File: config.mk
export PLATFORM = sky130hd
export DESIGN_NAME = rxpr_regs
export DESIGN_NICKNAME = d
export VERILOG_FILES = /design/src/pkg/rxpr_pkg.sv /design/src/hdl/rxpr_regs.sv
export SDC_FILE = /design/constraint.sdc
export NUM_CORES = 1
export LEC_CHECK = 0
export BUFFER_PORTS_ARGS = -buffer_cell sky130_fd_sc_hd__buf_2
export CELL_PAD_IN_SITES_DETAIL_PLACEMENT = 1
export CELL_PAD_IN_SITES_GLOBAL_PLACEMENT = 2
export CORE_ASPECT_RATIO = 0.9
export CORE_MARGIN = 2
export CORE_UTILIZATION = 33
export DETAILED_ROUTE_END_ITERATION = 10
export GPL_TIMING_DRIVEN = 0
export PLACE_DENSITY_LB_ADDON = 0.1
export SLEW_MARGIN = 20
export SYNTH_ARGS = -nofsm -noshare
export SYNTH_HDL_FRONTEND = slang
export SYNTH_SLANG_ARGS = --single-unit
export TNS_END_PERCENT = 100
File: constraint.sdc
create_clock -name clk -period 3.3 [get_ports clk]
set_clock_uncertainty 0.1 [all_clocks]
set_input_delay 0.165 -clock clk [delete_from_list [all_inputs] [get_ports clk]]
set_output_delay 0.165 -clock clk [all_outputs]
set_load 0.1 [all_outputs]
File: src/pkg/rxpr_pkg.sv
// rxpr_pkg: constants and carriers for the receive packetizer register bank
// assumes a byte-addressed plain register port with 32-bit data
package rxpr_pkg;
    localparam int ADDR_W = 8;
    localparam int DATA_W = 32;

    localparam logic [ADDR_W-1:0] OFS_BLOCK     = 8'hc4;
    localparam logic [ADDR_W-1:0] OFS_NODE_HIGH = 8'hc8;
    localparam logic [ADDR_W-1:0] OFS_OFS_LOW   = 8'hcc;
    localparam logic [ADDR_W-1:0] OFS_HDR0      = 8'hd0;
    localparam logic [ADDR_W-1:0] OFS_HDR1      = 8'hd4;
    localparam logic [ADDR_W-1:0] OFS_HDR2      = 8'hd8;
    localparam logic [ADDR_W-1:0] OFS_HDR3      = 8'hdc;
    localparam logic [ADDR_W-1:0] OFS_TRAILER   = 8'he0;
    // own control word: mode, long block, header strip
    localparam logic [ADDR_W-1:0] OFS_CTRL      = 8'hb0;

    localparam int CTRL_PKTZ_BIT  = 0;
    localparam int CTRL_LNG_BIT   = 1;
    localparam int CTRL_STRIP_BIT = 2;

    localparam logic [DATA_W-1:0] RST_WORD = 32'h0000_0000;
    localparam logic [DATA_W-1:0] ONE_WORD = 32'h0000_0001;
    localparam int HDR_N = 4;

    // msb-first bit numbering: doc bit n sits at vector bit 31-n
    localparam int NODE_ID_W = 17;
    localparam int OFS_HI_W  = 15;

    // trailer field low ends in vector numbering
    localparam int TRL_SPD_LSB  = DATA_W - 1 - 15;
    localparam int TRL_FILL_LSB = DATA_W - 1 - 23;
    localparam int TRL_ACK_LSB  = DATA_W - 1 - 31;

    typedef logic [1:0] rxpr_speed_t;  // 00=100 01=200 10=400 11 invalid
    typedef logic [1:0] rxpr_fill_t;   // 00 none 01 three 10 two 11 one
    typedef logic [3:0] rxpr_ack_t;

    typedef struct packed {
        logic [ADDR_W-1:0] addr;
        logic [DATA_W-1:0] wdata;
        logic              wr;
        logic              rd;
    } rxpr_bus_s;

    typedef struct packed {
        logic        valid;
        logic [1:0]  index;
        logic [31:0] quadlet;
    } rxpr_hdr_s;

    typedef struct packed {
        logic        valid;
        rxpr_speed_t speed;
        rxpr_fill_t  fill;
        rxpr_ack_t   ack;
    } rxpr_trl_s;

    typedef enum logic [1:0] {
        RXPR_IDLE = 2'b00,
        RXPR_HDR  = 2'b01,
        RXPR_DONE = 2'b10
    } rxpr_cap_e;
endpackage

File: src/hdl/rxpr_regs.sv
// rxpr_regs: receive packetizer register bank, header capture and trailer
// assumes receive engine on clk; sw port reads answer one cycle later
// Overview of operation
// RULE_01: long block bit 1 makes the block register the block size.
// RULE_02: long block bit 0 makes the block register the block count.
// RULE_03: block count decrements by itself on each received block; the code stops decrementing and holds the count once it reaches zero.
// RULE_04: block size value is counted in bytes.
// RULE_05: target node id lives in bits 0 to 16 of the node register.
// RULE_06: high offset lives in bits 17 to 31 of that register.
// RULE_07: low 32 offset bits live in their own rw register.
// RULE_08: header strip on writes stripped headers into capture registers.
// RULE_09: quadlets zero to three go to rising offsets, readable once copied.
// RULE_10: capture registers reset to zero; bus reset leaves them.
// RULE_11: trailer resets to zero; bus reset leaves it.
// RULE_12: trailer bits 14-15 give response speed code.
// RULE_13: trailer bits 22-23 give zero-fill byte code.
// RULE_14: trailer bits 28-31 give the request ack code.
// RULE_15: control registers reset to zero, bus reset does not touch them.
// RULE_16: control registers act only while packetizer mode is set.
//
// The plain strobed port was decided locally.
`timescale 1ns/1ps
module rxpr_regs
    import rxpr_pkg::*;
(
    input  wire logic                       clk,
    input  wire logic                       rst,
    input  wire rxpr_pkg::rxpr_bus_s        bus,
    output logic [rxpr_pkg::DATA_W-1:0]     rdata_ff,
    input  wire logic                       bus_reset,
    input  wire logic                       block_done,
    input  wire rxpr_pkg::rxpr_hdr_s        hdr_in,
    input  wire rxpr_pkg::rxpr_trl_s        trl_in,
    output logic                            pktz_mode_ff,
    output logic                            block_is_size_ff,
    output logic                            count_zero_ff,
    output logic [rxpr_pkg::DATA_W-1:0]     block_value_ff,
    output logic [rxpr_pkg::NODE_ID_W-1:0]  target_node_id_ff,
    output logic [47:0]                     target_offset_ff
);
    import rxpr_pkg::*;

    logic [DATA_W-1:0] ctrl_ff;
    logic [DATA_W-1:0] block_ff;
    logic [DATA_W-1:0] node_high_ff;
    logic [DATA_W-1:0] ofs_low_ff;
    logic [DATA_W-1:0] hdr_ff [HDR_N];
    logic [DATA_W-1:0] trailer_ff;
    logic [DATA_W-1:0] nxt_rdata;

    logic pktz;
    logic lng;
    logic strip;
    assign pktz  = ctrl_ff[CTRL_PKTZ_BIT];
    assign lng   = ctrl_ff[CTRL_LNG_BIT];
    assign strip = ctrl_ff[CTRL_STRIP_BIT];

    // bus reset is ignored on purpose: these words survive it
    always_ff @(posedge clk) begin
        if (rst) begin
            ctrl_ff <= RST_WORD;
        end else if (bus.wr && bus.addr == OFS_CTRL) begin
            ctrl_ff <= bus.wdata;
        end
    end

    // sw write wins over a same-cycle decrement; sw reloads the count
    always_ff @(posedge clk) begin
        if (rst) begin
            block_ff <= RST_WORD; // RULE_15
        end else if (bus.wr && bus.addr == OFS_BLOCK) begin
            block_ff <= bus.wdata;
        end else if (pktz && !lng && block_done && block_ff != RST_WORD) begin // RULE_16
            block_ff <= block_ff - ONE_WORD; // RULE_02 RULE_03
        end
    end

    always_ff @(posedge clk) begin
        if (rst) begin
            node_high_ff <= RST_WORD; // RULE_15
            ofs_low_ff   <= RST_WORD; // RULE_15
        end else if (bus.wr) begin
            if (bus.addr == OFS_NODE_HIGH) begin
                node_high_ff <= bus.wdata; // RULE_05 RULE_06
            end
            if (bus.addr == OFS_OFS_LOW) begin
                ofs_low_ff <= bus.wdata; // RULE_07
            end
        end
    end

    genvar gi;
    generate
        for (gi = 0; gi < HDR_N; gi++) begin : g_hdr
            always_ff @(posedge clk) begin
                if (rst) begin
                    hdr_ff[gi] <= RST_WORD; // RULE_10
                end else if (pktz && strip && hdr_in.valid
                             && hdr_in.index == 2'(gi)) begin // RULE_08
                    hdr_ff[gi] <= hdr_in.quadlet; // RULE_09
                end
            end
        end
    endgenerate

    always_ff @(posedge clk) begin
        if (rst) begin
            trailer_ff <= RST_WORD; // RULE_11
        end else if (pktz && trl_in.valid) begin
            trailer_ff               <= RST_WORD;
            trailer_ff[TRL_SPD_LSB +: $bits(rxpr_speed_t)] <= trl_in.speed; // RULE_12
            trailer_ff[TRL_FILL_LSB +: $bits(rxpr_fill_t)] <= trl_in.fill; // RULE_13
            trailer_ff[TRL_ACK_LSB +: $bits(rxpr_ack_t)]   <= trl_in.ack; // RULE_14
        end
    end

    always_comb begin
        nxt_rdata = RST_WORD;
        unique case (bus.addr)
            OFS_CTRL:      nxt_rdata = ctrl_ff;
            OFS_BLOCK:     nxt_rdata = block_ff;
            OFS_NODE_HIGH: nxt_rdata = node_high_ff;
            OFS_OFS_LOW:   nxt_rdata = ofs_low_ff;
            OFS_HDR0:      nxt_rdata = hdr_ff[0];
            OFS_HDR1:      nxt_rdata = hdr_ff[1];
            OFS_HDR2:      nxt_rdata = hdr_ff[2];
            OFS_HDR3:      nxt_rdata = hdr_ff[3];
            OFS_TRAILER:   nxt_rdata = trailer_ff;
            default:       nxt_rdata = RST_WORD;
        endcase
    end

    // read data valid only the cycle after the strobe, zero otherwise
    always_ff @(posedge clk) begin
        if (rst) begin
            rdata_ff <= RST_WORD;
        end else begin
            rdata_ff <= bus.rd ? nxt_rdata : RST_WORD;
        end
    end

    always_ff @(posedge clk) begin
        if (rst) begin
            pktz_mode_ff      <= 1'b0;
            block_is_size_ff  <= 1'b0;
            count_zero_ff     <= 1'b0;
            block_value_ff    <= RST_WORD;
            target_node_id_ff <= '0;
            target_offset_ff  <= '0;
        end else begin
            pktz_mode_ff      <= pktz; // RULE_16
            block_is_size_ff  <= pktz && lng; // RULE_01 RULE_04
            count_zero_ff     <= pktz && !lng && block_ff == RST_WORD;
            block_value_ff    <= pktz ? block_ff : RST_WORD;
            target_node_id_ff <= pktz ? node_high_ff[DATA_W-1 -: NODE_ID_W] : '0;
            target_offset_ff  <= pktz ? {1'b0, node_high_ff[OFS_HI_W-1:0], ofs_low_ff}
                                      : '0;
        end
    end
endmodule

==> flow_summary.ini <==
[status]
run_status = completed

[logic_synthesis]
synth.distinct_cells = 60
synth-seq-cells = 395
synthesis.area_um2 = 15300
ys_seq_area_frac = 0.599
async_flop_share = 0
syn_avg_cell_area_um2 = 10.4
ys.flop_type = dfxtp_1
syn_nets = 1573
synth_cells = 1482
synth_warnings = 0
synth_enable_flop_cells = 128

[placement]
dp_hpwl_mm = 47.2
gp_congestion = 0.866
numPortBuffers = 215

[worst_setup_path]
endpoint_kind = flip-flop
worstPathRequired_ns = 3.69
critPathLaunchType = flip-flop
critPathMaxFanout = 10
worstSetupPathType = flip-flop to flip-flop
startpoint = block_ff[26]
r2r_start = block_ff[26]
worstPathArrival_ns = 3.51

[grt]
antenna_found_initial = 4
grt_pass1_wl_mm = 87.6
grt_max_degree = 22
overflow = 0
gr-usage-all-layers = 0.250
first_global_vias = 12837

[drt]
ant_nets = 0
remaining_drc_errors = 0
via_per_inst = 5.22
drtIter0Drc = 1170
routedWlPerCell_um = 24.7
num_vias = 12949
drt-pass1-iter-count = 7
wl_mm = 61.3

[cts]
cts.root.buffer_cell = clkbuf_16
path_clk_slew_ns = 0.06
cts_buffers = 44
clock_sinks = 395
cts_max_level = 2
clock_latency_ns = 0.59
cts_tree = done
cts.path.max_buffers = 3

[layout]
fin_util = 0.433
fillerInstances = 5119
areaGrowthSynthToFinish_pct = 28.8
nets = 1927
final_layout_size_suffix_gt1_frac = 0.175

[timing]
hold_viol = 0
tightest_slew_ns = 0.848
fin_crit_ns = 3.12
rsz0062_at_grt = false
whs_ns = 0.167
fmax_mhz = 321
finalSetupViolations = 0
slew_violations = 0
max_slew_margin = 0.435
min_period_over_period = 0.945

[worst_hold_path]
hp-class = primary input to flip-flop
hold_path.startpoint = bus[0]

[floorplan]
fp.dieH_um = 209
core_um2 = 45600
rows = 74
io_pins = 222
die_w_um = 231
start_util = 0.336
die-area_um2 = 48300

[power]
seq_power_share = 0.480
swShare = 0.222
max-vdd-ir-drop_v = 0.000263
leakagePower_nw = 7.41
comb_power_share = 0.038
power.density_nw_per_um2 = 537
clkPwrFrac = 0.483
p_int_mw = 8.25
p_sw_mw = 2.36

[run]
cap_viol_max_count = 0
## power groups by stage
stage                     Sequential, mW  Clock [mW]  Combinational (mW)
after floorplan                     5.18           0               0.112
after global placement              5.20           0               0.296
after detailed placement            5.20           0               0.323
after CTS                           5.09        5.21               0.392
after global routing                5.09        5.41               0.423
final                               5.09        5.12               0.398
## layout make-up
| cell class | count | area (µm²) | share of cell area |
|---|---|---|---|
| clock inverter | 22 | 228 | 0.0115 |
| timing repair buffer | 308 | 2050 | 0.104 |
| antenna | 3 | 7.51 | 0.000380 |
| clock buffer | 60 | 1280 | 0.0650 |
| buffer | 112 | 450 | 0.0228 |
| tap | 608 | 761 | 0.0385 |
| sequential | 395 | 9190 | 0.465 |
| inverter | 4 | 15.0 | 0.000760 |
| multi-input combinational | 971 | 5780 | 0.292 |
## per-layer routing
metal | track usage | part of all wire
met3 | 0.0393 | 0.059
met4 | 0.0730 | 0.023
met1 | 0.377 | 0.49
met2 | 0.365 | 0.42
met5 | 0 | 0.00067
## synth_stat cells (3+ instances only)
cell | number | share of area
a221oi_1 | 25 | 0.014
o31ai_1 | 14 | 0.0068
a31oi_1 | 11 | 0.0045
edfxtp_1 | 128 | 0.25
a211oi_1 | 7 | 0.0034
a22o_1 | 19 | 0.011
o21ai_1 | 7 | 0.0023
inv_1 | 4 | 0.00098
buf_2 | 3 | 0.00098
mux2i_1 | 9 | 0.0059
a22oi_1 | 48 | 0.023
nand2b_1 | 6 | 0.0024
a311oi_2 | 3 | 0.0029
o22ai_1 | 11 | 0.0045
o21ai_0 | 3 | 0.00098
nand2_1 | 224 | 0.055
nand3_1 | 14 | 0.0046
or2_2 | 3 | 0.0012
o41ai_1 | 4 | 0.0023
or4_1 | 15 | 0.0073
nor3_1 | 9 | 0.0029
a21oi_1 | 134 | 0.044
a311oi_1 | 22 | 0.013
a222oi_1 | 21 | 0.014
dfxtp_1 | 267 | 0.35
nor2_1 | 64 | 0.016
xor2_1 | 3 | 0.0017
and2_1 | 230 | 0.094
clkbuf_1 | 98 | 0.024
buf_6 | 3 | 0.0022
buf_1 | 7 | 0.0017
nor4_1 | 9 | 0.0037
or3_1 | 14 | 0.0057
nand3b_1 | 3 | 0.0015
## cell families after synthesis
family / Yosys count / share of synthesized area
flip-flops: 395 / 0.599
buffers and inverters: 116 / 0.0303
AND/OR/NAND/NOR: 613 / 0.206
adder cells (fa/ha/maj): 1 / 0.000815
XOR/XNOR: 5 / 0.00285
multiplexers: 9 / 0.00587
other: 1 / 0.000244
AO/OA/AOI/OAI: 342 / 0.155
## registers in the layout, summed over array words and instances, names as in the netlist
register           flops
block_ff              32
block_is_size_ff       1
block_value_ff        32
count_zero_ff          1
ctrl_ff               32
hdr_ff               128
node_high_ff          32
ofs_low_ff            32
pktz_mode_ff           1
rdata_ff              32
target_node_id_ff     17
target_offset_ff      47
trailer_ff             8
## final timing paths
kind | end | slack [ns] | cells after the start
setup / recovery | block_ff[21] | 0.18 | 9
hold / removal | rdata_ff[0] | 0.17 | 3
setup reg to reg | block_ff[21] | 0.18 | 9
hold reg to reg | ctrl_ff[16] | 0.36 | 2
## layout by cell type (no fill, tap or decap), drive strengths merged, types with 6 or more instances in the layout
master,n
dfxtp,267
buf,240
and2,230
nand2,224
clkbuf,158
a21oi,134
edfxtp,128
dlygate4sd3,82
nor2,64
a22oi,48
a221oi,25
a311oi,25
a222oi,21
a22o,19
or4,17
clkinv,17
o31ai,16
nand3,14
or3,14
o22ai,11
a31oi,11
o21ai,10
nor4,9
mux2i,9
nor3,9
a211oi,7
nand2b,6
## through the flow
step | cell area, µm² | setup WS [ns] | power, mW | setup TNS [ns] | instances
2_1_floorplan | 15400 | -0.101 | 5.30 | -9.65 | 1482
3_3_place_gp | 17200 | -2.11 | 5.50 | -232.67 | 2305
3_5_place_dp | 17400 | -0.340 | 5.52 | -4.29 | 2312
4_1_cts | 19700 | 0.111 | 10.7 | 0 | 2476
5_1_grt | 19800 | 0.0463 | 10.9 | 0 | 2480
6_report | 19800 | 0.182 | 10.6 | 0 | 2483
## repair_timing
action / CTS / global route
hold endpoints to repair: 269 / 0
setup buffers: 0 / 3
gates resized for setup: 0 / 1
endpoints found under the setup margin: 0 / 9
hold buffers: 82 / 0
## critical path, stage by stage, from the launching register on
cell and delay [ns]:
dfxtp_1 0.30, clkbuf_1 0.28, or4_4 0.65, or3_1 0.37, buf_2 0.21, o31ai_4 0.38, buf_6 0.19, buf_6 0.15
o21ai_1 0.08, a311oi_1 0.30
Note: power is estimated with default switching activity, not from simulation.
